File: config.mk
export PLATFORM = sky130hd
export DESIGN_NAME = alarm_status_flags
export DESIGN_NICKNAME = d
export VERILOG_FILES = /design/src/alarm_status_pkg.sv /design/src/signal_loss_tracker.sv /design/src/alarm_status_flags.sv
export SDC_FILE = /design/constraint.sdc
export NUM_CORES = 1
export LEC_CHECK = 0
export BUFFER_PORTS_ARGS = -buffer_cell sky130_fd_sc_hd__buf_2
export CORE_AREA = 2 2 129 131
export DETAILED_ROUTE_END_ITERATION = 6
export DIE_AREA = 0 0 131 133
export GPL_ROUTABILITY_DRIVEN = 0
export PLACE_DENSITY = 0.57
export SLEW_MARGIN = 20
export SYNTH_ARGS = -nofsm -noshare
export SYNTH_HDL_FRONTEND = slang
export SYNTH_SLANG_ARGS = --single-unit
export TNS_END_PERCENT = 100
File: constraint.sdc
create_clock -name i_clock -period 1.5 [get_ports i_clock]
set_input_delay 0.15 -clock i_clock [delete_from_list [all_inputs] [get_ports i_clock]]
set_output_delay 0.15 -clock i_clock [all_outputs]
set_load 0.02 [all_outputs]
File: src/alarm_status_pkg.sv
package alarm_status_pkg;

  // ******************************************************
  // register map
  // ******************************************************
  localparam logic [7:0] MONITOR_FAULT_STATUS_ADDR = 8'h71;
  localparam logic [7:0] FAST_TX_ALARM_STATUS_ADDR = 8'h72;
  localparam logic [7:0] SIGNAL_LOSS_BIAS_ALARM_STATUS_ADDR = 8'h73;
  localparam logic [7:0] STATUS_RESET_VALUE = 8'h00;
  localparam logic [7:0] READ_ZERO = 8'h00;

  // ******************************************************
  // bit positions
  // ******************************************************
  // monitor_fault_status
  localparam int THIRD_HIGH_BIT = 7;
  localparam int THIRD_LOW_BIT = 6;
  localparam int FOURTH_HIGH_BIT = 5;
  localparam int FOURTH_LOW_BIT = 4;
  localparam int FAULT_PIN_STATUS_BIT = 2;
  localparam int SHUTDOWN_GATE_BIT = 1;
  localparam int FAULT_INTERRUPT_BIT = 0;
  // fast_tx_alarm_status
  localparam int HIGH_BIAS_BIT = 3;
  localparam int TX_POWER_HIGH_BIT = 1;
  localparam int TX_POWER_LOW_BIT = 0;
  // signal_loss_bias_alarm_status
  localparam int SIGNAL_LOSS_HIGH_BIT = 7;
  localparam int SIGNAL_LOSS_LOW_BIT = 6;
  localparam int BIAS_CEILING_BIT = 3;

  // number of enable mask bytes, one per alarm/warning byte
  localparam int MASK_BYTES = 8;

  typedef enum logic [1:0] {
    LOSS_CLEAR,
    LOSS_HIGH,
    LOSS_LOW
  } signal_loss_state_t;

endpackage

File: src/signal_loss_tracker.sv
`timescale 1ns/1ps
`default_nettype none

// ******************************************************
// hysteresis tracker for the signal loss alarms
// ******************************************************
module signal_loss_tracker
  import alarm_status_pkg::*;
#(
  parameter int WIDTH = 16
) (
  input wire logic i_clock,
  input wire logic i_resetn,
  input wire logic i_sample_valid,
  input wire logic [WIDTH-1:0] i_sample,
  input wire logic [WIDTH-1:0] i_upper,
  input wire logic [WIDTH-1:0] i_lower,
  output logic o_high,
  output logic o_low
);

  initial begin
    if (WIDTH < 1) begin
      $error("signal_loss_tracker: WIDTH must be at least 1");
    end
  end

  signal_loss_state_t state_reg;
  signal_loss_state_t state_next;
  logic above_upper;
  logic below_lower;

  assign above_upper = i_sample > i_upper;
  assign below_lower = i_sample < i_lower;

  always_comb begin
    state_next = state_reg;
    if (i_sample_valid) begin
      case (state_reg)
        // [RQ13] high set and hold
        LOSS_CLEAR: begin
          if (above_upper) begin
            state_next = LOSS_HIGH;
          end else if (below_lower) begin
            state_next = LOSS_LOW;
          end
        end
        LOSS_HIGH: begin
          if (below_lower) begin
            state_next = LOSS_LOW;
          end
        end
        // [RQ14] low set and hold
        LOSS_LOW: begin
          if (above_upper) begin
            state_next = LOSS_HIGH;
          end
        end
        default: begin
          state_next = LOSS_CLEAR;
        end
      endcase
    end
  end

  // [RQ4] no transmit-disable input here
  always_ff @(posedge i_clock) begin
    if (!i_resetn) begin
      state_reg <= LOSS_CLEAR;
    end else begin
      state_reg <= state_next;
    end
  end

  assign o_high = state_reg == LOSS_HIGH;
  assign o_low = state_reg == LOSS_LOW;

endmodule // signal_loss_tracker

`default_nettype wire

File: src/alarm_status_flags.sv
// Notes on behaviour
// [RQ1] third monitor high alarm: last slow result above high threshold.
// [RQ2] third monitor low alarm: last slow result below low threshold.
// [RQ3] fourth monitor high and low alarms use the same comparisons.
// [RQ4] transmit disable leaves slow monitor and signal loss alarms alone.
// [RQ5] fault pin status shows pin level after optional inversion.
// [RQ6] shutdown gate status bit follows the internal gate signal.
// [RQ7] interrupt: masked alarms and warnings, plus four unmaskable alarms.
// [RQ8] enable masks come from the eight mask bytes supplied outside.
// [RQ9] high bias alarm follows last fast comparison above threshold.
// [RQ10] transmit power high alarm follows fast comparison above threshold.
// [RQ11] transmit power low alarm follows fast comparison below threshold.
// [RQ12] transmit disable clears high bias, power and bias ceiling alarms.
// [RQ13] signal loss high sets above upper, holds until below lower.
// [RQ14] signal loss low sets below lower, holds until above upper.
// [RQ15] bias ceiling alarm: requested bias exceeds ceiling register.
// [RQ16] reserved bits read as zero.
// [RQ17] host writes to these status registers are ignored.
`timescale 1ns/1ps
`default_nettype none

module alarm_status_flags
  import alarm_status_pkg::*;
#(
  parameter int MON_WIDTH = 16,
  parameter int BIAS_WIDTH = 9
) (
  input wire logic i_clock,
  input wire logic i_resetn,
  // slow measurement results, one valid pulse per conversion
  input wire logic i_third_valid,
  input wire logic [MON_WIDTH-1:0] i_third_monitor_input,
  input wire logic [MON_WIDTH-1:0] i_third_high_threshold,
  input wire logic [MON_WIDTH-1:0] i_third_low_threshold,
  input wire logic i_fourth_valid,
  input wire logic [MON_WIDTH-1:0] i_fourth_monitor_input,
  input wire logic [MON_WIDTH-1:0] i_fourth_high_threshold,
  input wire logic [MON_WIDTH-1:0] i_fourth_low_threshold,
  // fast comparator levels, sampled each clock
  input wire logic i_high_bias_above,
  input wire logic i_tx_power_above,
  input wire logic i_tx_power_below,
  // signal loss fast comparison of the third monitor
  input wire logic i_loss_valid,
  input wire logic [MON_WIDTH-1:0] i_loss_sample,
  input wire logic [MON_WIDTH-1:0] i_signal_loss_upper_threshold,
  input wire logic [MON_WIDTH-1:0] i_signal_loss_lower_threshold,
  // bias ceiling check
  input wire logic [BIAS_WIDTH-1:0] i_bias_request,
  input wire logic [BIAS_WIDTH-1:0] i_bias_ceiling_limit,
  input wire logic i_transmit_disable_event,
  input wire logic i_transmit_fault_pin,
  input wire logic i_transmit_fault_invert,
  input wire logic i_shutdown_gate_signal,
  // alarm and warning bytes outside this bank, with their enable masks
  input wire logic [8*MASK_BYTES-1:0] i_other_flags,
  input wire logic [8*MASK_BYTES-1:0] i_enable_masks,
  // register port
  input wire logic i_read,
  input wire logic i_write,
  input wire logic [7:0] i_address,
  input wire logic [7:0] i_write_data,
  output logic [7:0] o_read_data,
  output logic o_read_hit,
  output logic o_transmit_fault_interrupt
);

  initial begin
    if (MON_WIDTH < 1 || BIAS_WIDTH < 1) begin
      $error("alarm_status_flags: widths must be at least 1");
    end
  end

  // ******************************************************
  // slow monitor alarms
  // ******************************************************
  logic third_high_reg;
  logic third_low_reg;
  logic fourth_high_reg;
  logic fourth_low_reg;

  // [RQ4] no transmit-disable term in these updates
  always_ff @(posedge i_clock) begin
    if (!i_resetn) begin
      third_high_reg <= 1'b0;
      third_low_reg <= 1'b0;
    end else if (i_third_valid) begin
      // [RQ1] strict above
      third_high_reg <= i_third_monitor_input > i_third_high_threshold;
      // [RQ2] strict below
      third_low_reg <= i_third_monitor_input < i_third_low_threshold;
    end
  end

  always_ff @(posedge i_clock) begin
    if (!i_resetn) begin
      fourth_high_reg <= 1'b0;
      fourth_low_reg <= 1'b0;
    end else if (i_fourth_valid) begin
      // [RQ3] same compare sense
      fourth_high_reg <= i_fourth_monitor_input > i_fourth_high_threshold;
      fourth_low_reg <= i_fourth_monitor_input < i_fourth_low_threshold;
    end
  end

  // ******************************************************
  // fast alarms, cleared by transmit disable
  // ******************************************************
  logic high_bias_fast_alarm_reg;
  logic tx_power_high_alarm_reg;
  logic tx_power_low_alarm_reg;
  logic bias_ceiling_limit_reg;

  // a disable event takes priority over a comparison in the same cycle;
  // the alarm may set again from the next comparison
  always_ff @(posedge i_clock) begin
    if (!i_resetn) begin
      high_bias_fast_alarm_reg <= 1'b0;
      tx_power_high_alarm_reg <= 1'b0;
      tx_power_low_alarm_reg <= 1'b0;
      bias_ceiling_limit_reg <= 1'b0;
    end else if (i_transmit_disable_event) begin
      // [RQ12] disable clears fast
      high_bias_fast_alarm_reg <= 1'b0;
      tx_power_high_alarm_reg <= 1'b0;
      tx_power_low_alarm_reg <= 1'b0;
      bias_ceiling_limit_reg <= 1'b0;
    end else begin
      // [RQ9] high bias compare
      high_bias_fast_alarm_reg <= i_high_bias_above;
      // [RQ10] power high compare
      tx_power_high_alarm_reg <= i_tx_power_above;
      // [RQ11] power low compare
      tx_power_low_alarm_reg <= i_tx_power_below;
      // [RQ15] bias over ceiling
      bias_ceiling_limit_reg <= i_bias_request > i_bias_ceiling_limit;
    end
  end

  // ******************************************************
  // signal loss hysteresis
  // ******************************************************
  logic signal_loss_high_alarm;
  logic signal_loss_low_alarm;

  signal_loss_tracker #(
    .WIDTH(MON_WIDTH)
  ) u_loss (
    .i_clock(i_clock),
    .i_resetn(i_resetn),
    .i_sample_valid(i_loss_valid),
    .i_sample(i_loss_sample),
    .i_upper(i_signal_loss_upper_threshold),
    .i_lower(i_signal_loss_lower_threshold),
    .o_high(signal_loss_high_alarm),
    .o_low(signal_loss_low_alarm)
  );

  // ******************************************************
  // pin and gate status
  // ******************************************************
  logic fault_pin_status_reg;
  logic shutdown_gate_reg;

  always_ff @(posedge i_clock) begin
    if (!i_resetn) begin
      fault_pin_status_reg <= 1'b0;
      shutdown_gate_reg <= 1'b0;
    end else begin
      // [RQ5] pin level, inverted when i_transmit_fault_invert is set
      fault_pin_status_reg <= i_transmit_fault_pin ^ i_transmit_fault_invert;
      // [RQ6] gate level mirror
      shutdown_gate_reg <= i_shutdown_gate_signal;
    end
  end

  // ******************************************************
  // interrupt aggregation
  // ******************************************************
  logic [7:0] monitor_fault_flags;
  logic [7:0] fast_tx_flags;
  logic [7:0] loss_bias_flags;
  logic masked_any;
  logic unmaskable_any;
  logic interrupt_next;
  logic interrupt_reg;

  always_comb begin
    monitor_fault_flags = READ_ZERO;
    monitor_fault_flags[THIRD_HIGH_BIT] = third_high_reg;
    monitor_fault_flags[THIRD_LOW_BIT] = third_low_reg;
    monitor_fault_flags[FOURTH_HIGH_BIT] = fourth_high_reg;
    monitor_fault_flags[FOURTH_LOW_BIT] = fourth_low_reg;
    fast_tx_flags = READ_ZERO;
    fast_tx_flags[HIGH_BIAS_BIT] = high_bias_fast_alarm_reg;
    fast_tx_flags[TX_POWER_HIGH_BIT] = tx_power_high_alarm_reg;
    fast_tx_flags[TX_POWER_LOW_BIT] = tx_power_low_alarm_reg;
    loss_bias_flags = READ_ZERO;
    loss_bias_flags[SIGNAL_LOSS_HIGH_BIT] = signal_loss_high_alarm;
    loss_bias_flags[SIGNAL_LOSS_LOW_BIT] = signal_loss_low_alarm;
    loss_bias_flags[BIAS_CEILING_BIT] = bias_ceiling_limit_reg;
  end

  // [RQ8] external mask bytes
  assign masked_any = |(i_other_flags & i_enable_masks);

  // [RQ7] unmaskable alarm terms
  assign unmaskable_any = tx_power_high_alarm_reg | tx_power_low_alarm_reg
    | bias_ceiling_limit_reg | high_bias_fast_alarm_reg;

  // [RQ7] interrupt or-reduction
  assign interrupt_next = masked_any | unmaskable_any;

  always_ff @(posedge i_clock) begin
    if (!i_resetn) begin
      interrupt_reg <= 1'b0;
    end else begin
      interrupt_reg <= interrupt_next;
    end
  end

  assign o_transmit_fault_interrupt = interrupt_reg;

  // ******************************************************
  // register read port
  // ******************************************************
  // reads are registered; the byte reflects state one cycle before
  // o_read_hit rises
  function automatic logic [7:0] read_mux(
    input logic [7:0] address,
    input logic [7:0] monitor_byte,
    input logic [7:0] fast_byte,
    input logic [7:0] loss_byte
  );
    logic [7:0] value;
    value = READ_ZERO;
    case (address)
      MONITOR_FAULT_STATUS_ADDR: value = monitor_byte;
      FAST_TX_ALARM_STATUS_ADDR: value = fast_byte;
      SIGNAL_LOSS_BIAS_ALARM_STATUS_ADDR: value = loss_byte;
      default: value = READ_ZERO;
    endcase
    return value;
  endfunction

  logic [7:0] monitor_fault_status;
  logic [7:0] read_data_reg;
  logic read_hit_reg;

  always_comb begin
    // [RQ16] reserved bits zero
    monitor_fault_status = monitor_fault_flags;
    monitor_fault_status[FAULT_PIN_STATUS_BIT] = fault_pin_status_reg;
    monitor_fault_status[SHUTDOWN_GATE_BIT] = shutdown_gate_reg;
    monitor_fault_status[FAULT_INTERRUPT_BIT] = interrupt_reg;
  end

  always_ff @(posedge i_clock) begin
    if (!i_resetn) begin
      read_data_reg <= STATUS_RESET_VALUE;
      read_hit_reg <= 1'b0;
    end else if (i_read) begin
      read_data_reg <= read_mux(i_address, monitor_fault_status,
        fast_tx_flags, loss_bias_flags);
      read_hit_reg <= (i_address == MONITOR_FAULT_STATUS_ADDR)
        || (i_address == FAST_TX_ALARM_STATUS_ADDR)
        || (i_address == SIGNAL_LOSS_BIAS_ALARM_STATUS_ADDR);
    end else begin
      read_data_reg <= read_data_reg;
      read_hit_reg <= 1'b0;
    end
  end

  // [RQ17] writes have no target
  logic write_unused;
  assign write_unused = i_write & (|i_write_data);

  assign o_read_data = read_data_reg;
  assign o_read_hit = read_hit_reg;

endmodule // alarm_status_flags

`default_nettype wire

---- Word-level counts from Yosys, hierarchy flattened ----
Index checks and enable logic that the tools add are counted.
cells by class
  order comparisons ....................... 7
  equality and inequality tests ........... 6
  muxes and demuxes ....................... 5
  bitwise gates (word level) .............. 7
  reduce and logical (&&, ||, !) cells .... 7
operators by type and width
  kind                number
  $and 64x64->64      1
  $reduce_or 64->1    1
  $gt 16x16->1        3
  $lt 16x16->1        3
  $eq 8x7->1 const B  3
  $pmux 8 s3          1
  $gt 9x9->1          1
  $mux 2              3
  $pmux 2 s3          1
  $or 1x1->1          4
  $reduce_and 2->1    2
  $eq 2x1->1 const B  1
  $eq 2x2->1 const B  1
  $logic_not 2->1     1
  $logic_or 1x1->1    2
  $ne 2x1->1 const B  1
  $reduce_or 2->1     1
  $not 1->1           1
  $xor 1x1->1         1
word-level totals
  register bits after elaboration ......... 22
  input bits .............................. 320
  output and inout bits ................... 10
  logic and storage cells ................. 46

---- Logic depth before layout (Yosys ltp) ----
Gate-level depths: netlist of the first run.
  depth after elaboration ................. 4
  gate-level depth with buffers ........... 8
  depth with buffers taken out ............ 8

---- Cells and area by module ----
Synthesis of the first run repeated with hierarchy kept, for this count alone.
second synthesis, totals
  cell total of the unflattened synthesis .. 483
  area, all modules ....................... 3,724.8 µm²
by module, submodules not included
  module               times used  cells each  area each (µm²)  sequential area each (µm²)
  alarm_status_flags   1           362         2,813.9          400.4
  signal_loss_tracker  1           121         910.9            40.0

---- Least setup slack after synthesis of the first run ----
No wires, ideal clock.
  path kind ............................... in2reg
  from .................................... in i_signal_loss_upper_threshold[14]
  to ...................................... reg u_loss.state_reg[0]
  setup time .............................. 0.120 ns
  arrival time ............................ 1.485 ns
  data required time ...................... 1.380 ns
  slack ................................... -0.105 ns
  stages .................................. 7
  path buffers ............................ 0
  cells stage by stage .................... inv_1 ha_1 nand4_1 or4_1 nand3b_1 a21oi_1 a211o_1
between the ends
  longest elaborated chain between the ends .. 3
  elaborated cells on any way between the ends .. 5
  classes of those cells .................. order compare (1); eq/ne (1); mux (2); reduce/logical (1)
RTL lines
  element                                         line                       RTL
  start: declaration                              alarm_status_flags.sv:46   input wire logic [MON_WIDTH-1:0] i_signal_loss_upper_threshold,
  $gt 16x16->1 *                                  signal_loss_tracker.sv:33  assign above_upper = i_sample > i_upper;
  $mux 2 or $ne 2x1->1 (tied branches)            --
  $pmux 2 s3 or $reduce_and 2->1 (tied branches)  --
  end signal: assignment                          signal_loss_tracker.sv:71  state_reg <= state_next;
  end: declaration                                signal_loss_tracker.sv:28  signal_loss_state_t state_reg;
Mark *: on every way between the ends. The rest lies on a longest branch, timed or not.
A chain may end at the register's enable or synchronous reset.

---- Worst setup path in the final report of the first run ----
  from .................................... reg tx_power_low_alarm_reg
  to ...................................... reg interrupt_reg, in the netlist o_transmit_fault_interrupt
between the ends
  longest elaborated chain between the ends .. 4
RTL lines
  element                   line                       RTL
  start: declaration        alarm_status_flags.sv:111  logic tx_power_low_alarm_reg;
  start signal: assignment  alarm_status_flags.sv:134  tx_power_low_alarm_reg <= i_tx_power_below;
  $or 1x1->1                alarm_status_flags.sv:208  assign unmaskable_any = tx_power_high_alarm_reg | tx_power_low_alarm_reg
  $or 1x1->1 (2 in series)  alarm_status_flags.sv:209  | bias_ceiling_limit_reg | high_bias_fast_alarm_reg;
  $or 1x1->1                alarm_status_flags.sv:212  assign interrupt_next = masked_any | unmaskable_any;
  end signal: assignment    alarm_status_flags.sv:218  interrupt_reg <= interrupt_next;
  end: declaration          alarm_status_flags.sv:186  logic interrupt_reg;
No other way between the ends.

==> results.yml, run 1 <==
floorplan:
  die_area_um2: 17400
  core_um2: 16200
  io_pins: 330
  die-width_um: 131
  start_util: 0.231
  die_h_um: 133
  rows: 47
worst_setup_path:
  worstPathRequired_ns: 1.64
  r2r_slack_ns: 0.003
  reg2reg_depth: 6
  critPathKind: "reg2reg"
  arrival_ns: 1.64
  r2r_end: "o_transmit_fault_interrupt$_SDFF_PN0_"
  r2r-start: "tx_power_low_alarm_reg$_SDFF_PP0_"
  startpoint_type: "register"
  path_max_fanout: 2
  cp-end-kind: "register"
grt:
  grt_overflow: 0
  use_met3: 0.0303
  top_usage_layer: "met2"
  grt_max_degree: 18
  grtUsageTotal: 0.146
  grt_pass1_wl_um: 20300
  gr-usage-met2: 0.294
  grt_use_met1: 0.156
  antenna_found_initial: 2
  grt_pass1_vias: 4615
routing:
  firstDrtPassIters: 4
  routedWlPerCell_um: 12.8
  vias: 4615
  viasPerCell: 4.39
  ant_nets: 0
  routed_wl_um: 13500
  drc: 0
  drtIter0Drc: 55
synth:
  syn_nets: 908
  synth_cell_types: 51
  syn_inst: 486
  synth_top_family_by_area: "adder cells"
  ys_seq_elements: 22
  synthesis.area_um2: 3740
  async_reset_ff_frac: 0
  synth_adder_area_share: 0.341
  yosys_warnings: 0
  synth-simple-area-share: 0.175
  synthMuxAreaShare: 0.00301
  ys_seq_area_frac: 0.118
  synthXorXnorAreaFrac: 0.00234
  synth-compound-area-share: 0.247
  postSynthAreaPerCell_um2: 7.70
  ys_dominant_reg_cell: "dfxtp_1"
  synth_edf_count: 0
timing:
  fin_crit_sh: 0.998
  finalSetupViolations: 0
  period_minus_slack_ns: 1.50
  setup_tns_ns: 0
  slew_headroom: 0.751
  tightest_slew_ns: 0.365
  hold_viol: 0
  rsz0062_at_grt: "yes"
  max_freq_mhz: 668
  skew_ns: 0.00184
  slew_viol_final: 0
layout:
  stdcell_count: 1051
  syn2layout_area_growth_pct: 64.2
  drive_above_1_share: 0.467
  nNetsFinal: 1252
  final_area_um2: 6140
  largest_register_ffs: 8
clocking:
  postCtsSetupBuffers: 0
  clk_pin_slew_ns: 0.06
  cts_tree: "done"
  cts_made_buffers: 3
  clk_path_buf_depth: 2
  hold_buffers: 0
  worstSkewPairLatency_ns: 0.25
  cts-root-buf: "clkbuf_16"
  clock-sinks: 22
  htree_levels: 1
hold_path:
  holdPathStages: 2
  hold_class: "in2reg"
  hold_end: "high_bias_fast_alarm_reg$_SDFF_PP0_"
  min_from: "i_high_bias_above"
place:
  numPortBuffers: 320
  dp.cells: 1045
  dpl-instance-area_um2: 5900
  place_hpwl_um: 12600
status:
  status: "finished, final reports clean"
power_and_ir_drop:
  vdd_ir_drop_max_mv: 0.340
  powerDensity_nw_per_um2: 417
  p_total_mw: 2.56
  leakagePower_nw: 3.52
flow_run:
  maxCapViolations: 0
[metrics by stage]
step	hold slack (ns)	setup slack (ns)	utilization
2_1_floorplan	0.272	-0.0132	-
3_3_place_gp	0.351	-0.394	0.365
3_5_place_dp	0.354	-0.388	0.365
4_1_cts	0.0869	-0.0596	0.373
5_1_grt	0.0978	-0.105	0.379
6_report	0.0898	0.00269	0.380
[how the worst max path moves through the flow]
| stage | cells after the start | slack [ns] | end | from |
|---|---|---|---|---|
| after detailed placement | 8 | -0.39 | o_transmit_fault_interrupt$_SDFF_PN0_ | i_other_flags[13] |
| after CTS | 6 | -0.06 | o_transmit_fault_interrupt$_SDFF_PN0_ | tx_power_low_alarm_reg$_SDFF_PP0_ |
| after global routing | 6 | -0.11 | o_transmit_fault_interrupt$_SDFF_PN0_ | tx_power_low_alarm_reg$_SDFF_PP0_ |
| final | 6 | 0.003 | o_transmit_fault_interrupt$_SDFF_PN0_ | tx_power_low_alarm_reg$_SDFF_PP0_ |
| after floorplan | 7 | -0.01 | u_loss.state_reg[0]$_SDFFE_PN0P_ | i_signal_loss_upper_threshold[15] |
| after global placement | 8 | -0.39 | o_transmit_fault_interrupt$_SDFF_PN0_ | i_other_flags[13] |
[critical path, cell delays in order (launching register included)]
cell,delay [ns]
dfxtp_2,0.33
nor4_4,0.26
buf_4,0.16
nand3_4,0.06
nor3_4,0.13
nand4_1,0.16
o31a_1,0.27
[cells by family after synthesis]
family / Yosys count
AO/OA/AOI/OAI: 132
XOR/XNOR: 1
adder cells (fa/ha/maj): 102
buffers and inverters: 113
flip-flops: 22
multiplexers: 1
AND/OR/NAND/NOR: 115
[power breakdown]
part / leakage, nW / switching (mW) / internal (mW) / total (mW)
logic: 3.29 / 0.585 / 0.736 / 1.32
clock network: 0.0442 / 0.209 / 0.407 / 0.616
registers: 0.180 / 0.0171 / 0.610 / 0.627
[area by class of cell]
cell class | instances | area (um^2)
flip-flops and latches | 22 | 442
multi-input cells | 351 | 3120
fillers | 1722 | 10000
clock buffers | 4 | 88.8
well taps | 220 | 275
diodes | 2 | 5.00
repair buffers | 343 | 1780
inverters | 109 | 429
[Yosys cell counts, drive strengths merged (3+ instances only)]
master     n  area share
nor2b      9       0.015
a22o      15       0.035
dfxtp     22        0.12
nor4       3      0.0050
o211ai     4      0.0080
and2       5      0.0084
ha       102        0.34
nand4b     3      0.0070
nand3     19       0.025
a221oi    16       0.039
a21oi     31       0.041
a22oi      6       0.012
a21o      10       0.020
o21ai     20       0.027
clkbuf     3      0.0030
nor3       3      0.0054
nand4     19       0.032
a21boi     9       0.018
nor2      13       0.013
a2111oi    3      0.0070
nand3b     4      0.0080
inv      109        0.11
nand2     15       0.015
nand2b    12       0.020
[layer usage]
layer  routed length, um  part of all wire  vias up
met3                 976             0.072        4
met2                7360              0.55      159
met4                  53            0.0039        0
li1                    -                 -     2448
met1                5110              0.38     2004
met5                   0                 0        -
[cell usage in the layout, fill, tap and decap left out, drive strengths merged, types with 2 or more instances in the layout]
cell type	synthesis	routed
a21o	10	10
o22ai	2	2
a211oi	2	2
nand2b	12	12
o21a	2	2
o31a	2	2
a21boi	9	9
a22oi	6	6
o211ai	4	4
and2	5	5
nand4b	3	3
a21oi	31	31
o21ai	20	20
o221ai	2	2
nor3b	2	2
buf	1	343
a22o	15	15
nand3b	4	4
dfxtp	22	22
and4b	2	2
inv	109	109
nor2b	9	9
nor4	3	3
diode	0	2
nand4	19	19
a211o	2	2
nor3	3	3
a221oi	16	16
nand3	19	19
nand2	15	15
a2111oi	3	3
ha	102	102
clkbuf	3	4
nor2	13	13
[repair_timing]
item                                    CTS  global route
endpoints found under the setup margin    3             5
hold endpoints to repair                  0             0
pin swaps                                 4             8
resized for setup                         8            18
No activity file was read; power rests on OpenSTA's default activity.
==> run 2: changes to the inputs <==
--- a/config.mk
+++ b/config.mk
@@ -10,7 +10,7 @@
 export DETAILED_ROUTE_END_ITERATION = 6
 export DIE_AREA = 0 0 131 133
 export GPL_ROUTABILITY_DRIVEN = 0
-export PLACE_DENSITY = 0.57
+export PLACE_DENSITY = 0.55
 export SLEW_MARGIN = 20
 export SYNTH_ARGS = -nofsm -noshare
 export SYNTH_HDL_FRONTEND = slang
==> constraint.sdc (replaced) <==
create_clock -name i_clock -period 1.58 [get_ports i_clock]
set_input_delay 0.158 -clock i_clock [delete_from_list [all_inputs] [get_ports i_clock]]
set_output_delay 0.158 -clock i_clock [all_outputs]
set_load 0.02 [all_outputs]
==> results.yml, run 2 (synthesis results as in run 1) <==
timing:
  fin_crit_sh: 0.997
  slew_headroom: 0.737
  hold_viol: 0
  rsz0062_at_grt: "yes"
  tightest_slew_ns: 0.385
  skew_ns: 0.00578
  max_freq_mhz: 635
  finalSetupViolations: 0
  slew_viol_final: 0
  whs_ns: 0.0960
  period_minus_slack_ns: 1.57
place:
  numPortBuffers: 320
  dpl-instance-area_um2: 5800
  dp.cells: 1045
  place_hpwl_um: 12400
clocking:
  clk_path_buf_depth: 2
  cts_tree: "done"
  cts-root-buf: "clkbuf_16"
  worstSkewPairLatency_ns: 0.26
  cts_made_buffers: 3
  htree_levels: 1
  hold_buffers: 0
  clk_pin_slew_ns: 0.07
  clock-sinks: 22
floorplan:
  start_util: 0.231
  rows: 47
  io_pins: 330
  die_area_um2: 17400
  die_h_um: 133
  die-width_um: 131
  core_um2: 16200
layout:
  nNetsFinal: 1251
  stdcell_count: 1048
  largest_register_ffs: 8
  final_util: 0.373
  syn2layout_area_growth_pct: 61.0
  layout_commonest_cell: "buf_2"
  final_area_um2: 6020
  antenna_cells: 0
  drive_above_1_share: 0.436
  final_cell_mix: "317 x buf_2, 109 x inv_1, 96 x ha_1, 31 x a21oi_1, 22 x dfxtp_1"
hold_path:
  min_from: "i_tx_power_above"
  hold_class: "in2reg"
  holdPathStages: 2
  hold_end: "tx_power_high_alarm_reg$_SDFF_PP0_"
worst_setup_path:
  crit_buf_inv: 2
  crit_family: "simple AND/OR/NAND/NOR gates"
  r2r_end: "o_transmit_fault_interrupt$_SDFF_PN0_"
  cpMostUsedCell: "buf_6"
  cp-end-kind: "register"
  worstPathRequired_ns: 1.79
  slowest_stage: "nor4_4"
  r2r_slack_ns: 0.10
  path_cells: "buf_6, buf_6, ha_4, nand4_1, nor4_4, o221ai_2, o211ai_1, and4b_1, a211o_1"
  r2r-start: "tx_power_low_alarm_reg$_SDFF_PP0_"
  arrival_ns: 1.78
  startpoint_type: "input port"
  critPathKind: "in2reg"
  critPathMaxStageDelay_ns: 0.37
  path_max_fanout: 2
  reg2reg_depth: 6
routing:
  viasPerCell: 4.42
  drc: 0
  ant_nets: 0
  dr_wl_met3_um: 794
  drtIter0Drc: 80
  top_layer: "met4"
  met2_length_um: 7490
  wl_met1_um: 5050
  firstDrtPassIters: 4
  vias: 4631
  routedWlPerCell_um: 12.8
  routed_wl_um: 13400
power_and_ir_drop:
  p_total_mw: 2.52
  powerDensity_nw_per_um2: 419
  leakagePower_nw: 3.52
  vdd_ir_drop_max_mv: 0.349
status:
  status: "finished, final reports clean"
grt:
  grt_pass1_vias: 4513
  grt_pass1_wl_um: 20100
  antenna_found_initial: 0
  grtUsageTotal: 0.144
  grt_max_degree: 18
  grt_overflow: 0
flow_run:
  maxCapViolations: 0
-- run 2: cell count changes in the layout (fill, tap and decap cells not counted), moves of 6 or more --
cell,delta
inv_2,-6
inv_1,+10
ha_4,-6
ha_1,+6
-- run 2: per-stage QoR --
step / setup WS [ns] / setup TNS [ns]
2_1_floorplan: 0.0172 / 0
3_3_place_gp: -0.451 / -1.40
3_5_place_dp: -0.505 / -1.59
4_1_cts: -0.0130 / -0.0130
5_1_grt: -0.108 / -0.210
6_report: 0.00543 / 0
-- run 2: worst reg2reg max path: cells and delay by family (launching register included) --
family	cells	cell delay, ns
AO/OA/AOI/OAI	1	0.26
AND/OR/NAND/NOR	4	0.64
flip-flops	1	0.32
buffers and inverters	1	0.15
-- run 2: layout make-up --
type,count,area [um^2]
inverter,109,409
timing repair buffer,342,1800
clock buffer,3,75.1
multi-input combinational,351,3000
tap,220,275
sequential,22,440
fill,1725,10100
clock inverter,1,30.0
-- run 2: metal layers --
metal  up-vias  GRT usage
met5         -          0
met4         0     0.0171
met3         6     0.0222
met2       158      0.301
met1      2023      0.150
li1       2444          -
-- run 2: what timing repair did --
item                                   in CTS  in global routing
pin swaps                                   7                  6
endpoints found under the hold margin       0                  0
setup endpoints to repair                   3                  4
resized for setup                           2                 17
setup buffers                               0                  0
-- run 2: how the worst max path moves through the flow --
stage / start / to / slack (ns) / cells after the start
6_report: i_loss_sample[13] / u_loss.state_reg[0]$_SDFFE_PN0P_ / 0.005 / 9
5_1_grt: i_loss_sample[13] / u_loss.state_reg[0]$_SDFFE_PN0P_ / -0.11 / 9
4_1_cts: i_loss_sample[13] / u_loss.state_reg[1]$_SDFFE_PN0P_ / -0.01 / 9
3_5_place_dp: i_loss_sample[15] / u_loss.state_reg[1]$_SDFFE_PN0P_ / -0.50 / 9
3_3_place_gp: i_loss_sample[13] / u_loss.state_reg[1]$_SDFFE_PN0P_ / -0.45 / 9
2_1_floorplan: i_signal_loss_upper_threshold[15] / u_loss.state_reg[0]$_SDFFE_PN0P_ / 0.02 / 7
-- run 2: report_power, final --
part | switching, mW | leakage, nW | total (mW) | internal, mW
Sequential | 0.0176 | 0.180 | 0.596 | 0.578
Combinational | 0.530 | 3.29 | 1.20 | 0.674
Clock | 0.219 | 0.0511 | 0.723 | 0.503
==> run 3: changes to the inputs <==
--- a/config.mk
+++ b/config.mk
@@ -10,7 +10,7 @@
 export DETAILED_ROUTE_END_ITERATION = 6
 export DIE_AREA = 0 0 131 133
 export GPL_ROUTABILITY_DRIVEN = 0
-export PLACE_DENSITY = 0.55
+export PLACE_DENSITY = 0.54
 export SLEW_MARGIN = 20
 export SYNTH_ARGS = -nofsm -noshare
 export SYNTH_HDL_FRONTEND = slang
==> results.yml, run 3 (synthesis results as in run 1) <==
clocking:
  worstSkewPairLatency_ns: 0.26
  cts-root-buf: "clkbuf_16"
  cts_tree: "done"
  clock-sinks: 22
  htree_levels: 1
  cts_made_buffers: 3
  clk_path_buf_depth: 2
  clk_pin_slew_ns: 0.06
timing:
  period_minus_slack_ns: 1.51
  tightest_slew_ns: 0.439
  fin_crit_sh: 0.958
  finalSetupViolations: 0
  slew_headroom: 0.700
  slew_viol_final: 0
  max_freq_mhz: 661
  rsz0062_at_grt: "yes"
  setup_ws_ns: 0.0665
  hold_viol: 0
  skew_ns: 0.00128
  whs_ns: 0.101
layout:
  final_cell_mix: "320 x buf_2, 109 x inv_1, 99 x ha_1, 28 x a21oi_1"
  syn2layout_area_growth_pct: 59.7
  largest_register_ffs: 8
  drive_above_1_share: 0.443
  stdcell_count: 1050
  final_area_um2: 5970
  nNetsFinal: 1250
  layout_commonest_cell: "buf_2"
worst_setup_path:
  crit_family: "simple AND/OR/NAND/NOR gates"
  r2r-start: "bias_ceiling_limit_reg$_SDFF_PP0_"
  r2r_end: "o_transmit_fault_interrupt$_SDFF_PN0_"
  arrival_ns: 1.66
  path_max_fanout: 3
  path_cells: "buf_2, ha_1, nand4_1, or4_1, nand3b_1, a21oi_2, a211o_1"
  r2r_slack_ns: 0.07
  critPathKind: "in2reg"
  slowest_stage: "or4_1"
  reg2reg_depth: 5
  crit_buf_inv: 1
  critPathMaxStageDelay_ns: 0.50
  worstPathRequired_ns: 1.73
  startpoint_type: "input port"
  cp-end-kind: "register"
hold_path:
  hold_class: "in2reg"
  holdPathStages: 2
  min_from: "i_tx_power_below"
  hold_end: "tx_power_low_alarm_reg$_SDFF_PP0_"
floorplan:
  core_um2: 16200
  die_h_um: 133
  rows: 47
  io_pins: 330
  start_util: 0.231
  die-width_um: 131
  die_area_um2: 17400
routing:
  vias: 4635
  ant_nets: 0
  viasPerCell: 4.41
  routed_wl_um: 13800
  routedWlPerCell_um: 13.1
  drc: 0
  firstDrtPassIters: 5
  drtIter0Drc: 82
place:
  place_hpwl_um: 12700
  dp.cells: 1043
  place_ws_ns: -0.366
  dpl-instance-area_um2: 5790
  numPortBuffers: 320
grt:
  antenna_found_initial: 4
  grtUsageTotal: 0.150
  grt_pass1_wl_um: 20800
  grt_pass1_vias: 4701
  grt_max_degree: 19
  grt_overflow: 0
status:
  status: "finished, final reports clean"
power_and_ir_drop:
  p_total_mw: 2.39
  powerDensity_nw_per_um2: 400
  leakagePower_nw: 3.49
  vdd_ir_drop_max_mv: 0.304
flow_run:
  maxCapViolations: 0
## run 3: changes by cell type in the layout (fill, tap and decap cells not counted), moves of 2 or more
cell / previous run / this run
ha_4: 6 / 3
a21oi_2: 0 / 3
diode_2: 0 / 3
a21oi_1: 31 / 28
buf_4: 19 / 21
buf_6: 6 / 0
buf_2: 317 / 320
ha_1: 96 / 99
## run 3: cell type report
type / instances / area [um^2]
fillers: 1730 / 10200
repair buffers: 341 / 1760
clock buffers: 4 / 88.8
diodes: 3 / 7.51
flip-flops and latches: 22 / 442
well taps: 220 / 275
multi-input cells: 351 / 2990
inverters: 109 / 409
## run 3: stage by stage
| step | TNS (ns) | util |
|---|---|---|
| detailed placement | -1.47 | 0.358 |
| floorplan | 0 | - |
| global route | -0.0558 | 0.369 |
| global placement | -1.19 | 0.358 |
| CTS | -0.0230 | 0.364 |
| finish | 0 | 0.369 |
## run 3: what timing repair did
action | in CTS | in global routing
setup buffers | 0 | 1
hold buffers | 0 | 0
pin swaps | 2 | 15
resized for setup | 5 | 14
setup endpoints to repair | 3 | 5
## run 3: routing by layer
| metal | wire [um] | GRT usage | up-vias |
|---|---|---|---|
| li1 | - | - | 2446 |
| met1 | 5390 | 0.165 | 1989 |
| met2 | 7160 | 0.291 | 174 |
| met3 | 949 | 0.0243 | 22 |
| met4 | 267 | 0.0390 | 4 |
| met5 | 19 | 0 | - |
## run 3: how the worst max path moves through the flow
stage                                      start                                    end  slack (ns)  cells past startpoint
2_1_floorplan  i_signal_loss_upper_threshold[15]       u_loss.state_reg[0]$_SDFFE_PN0P_        0.02                      7
4_1_cts        tx_power_low_alarm_reg$_SDFF_PP0_  o_transmit_fault_interrupt$_SDFF_PN0_       -0.02                      5
6_report                       i_loss_sample[10]       u_loss.state_reg[0]$_SDFFE_PN0P_        0.07                      7
5_1_grt        bias_ceiling_limit_reg$_SDFF_PP0_  o_transmit_fault_interrupt$_SDFF_PN0_       -0.06                      5
3_5_place_dp   bias_ceiling_limit_reg$_SDFF_PP0_  o_transmit_fault_interrupt$_SDFF_PN0_       -0.37                      6
3_3_place_gp                    i_loss_sample[1]       u_loss.state_reg[0]$_SDFFE_PN0P_       -0.34                      8
## run 3: where the power goes
group	internal, mW	leakage (nW)	switching, mW
combinational	0.665	3.27	0.533
sequential	0.579	0.180	0.0176
clock	0.387	0.0442	0.208
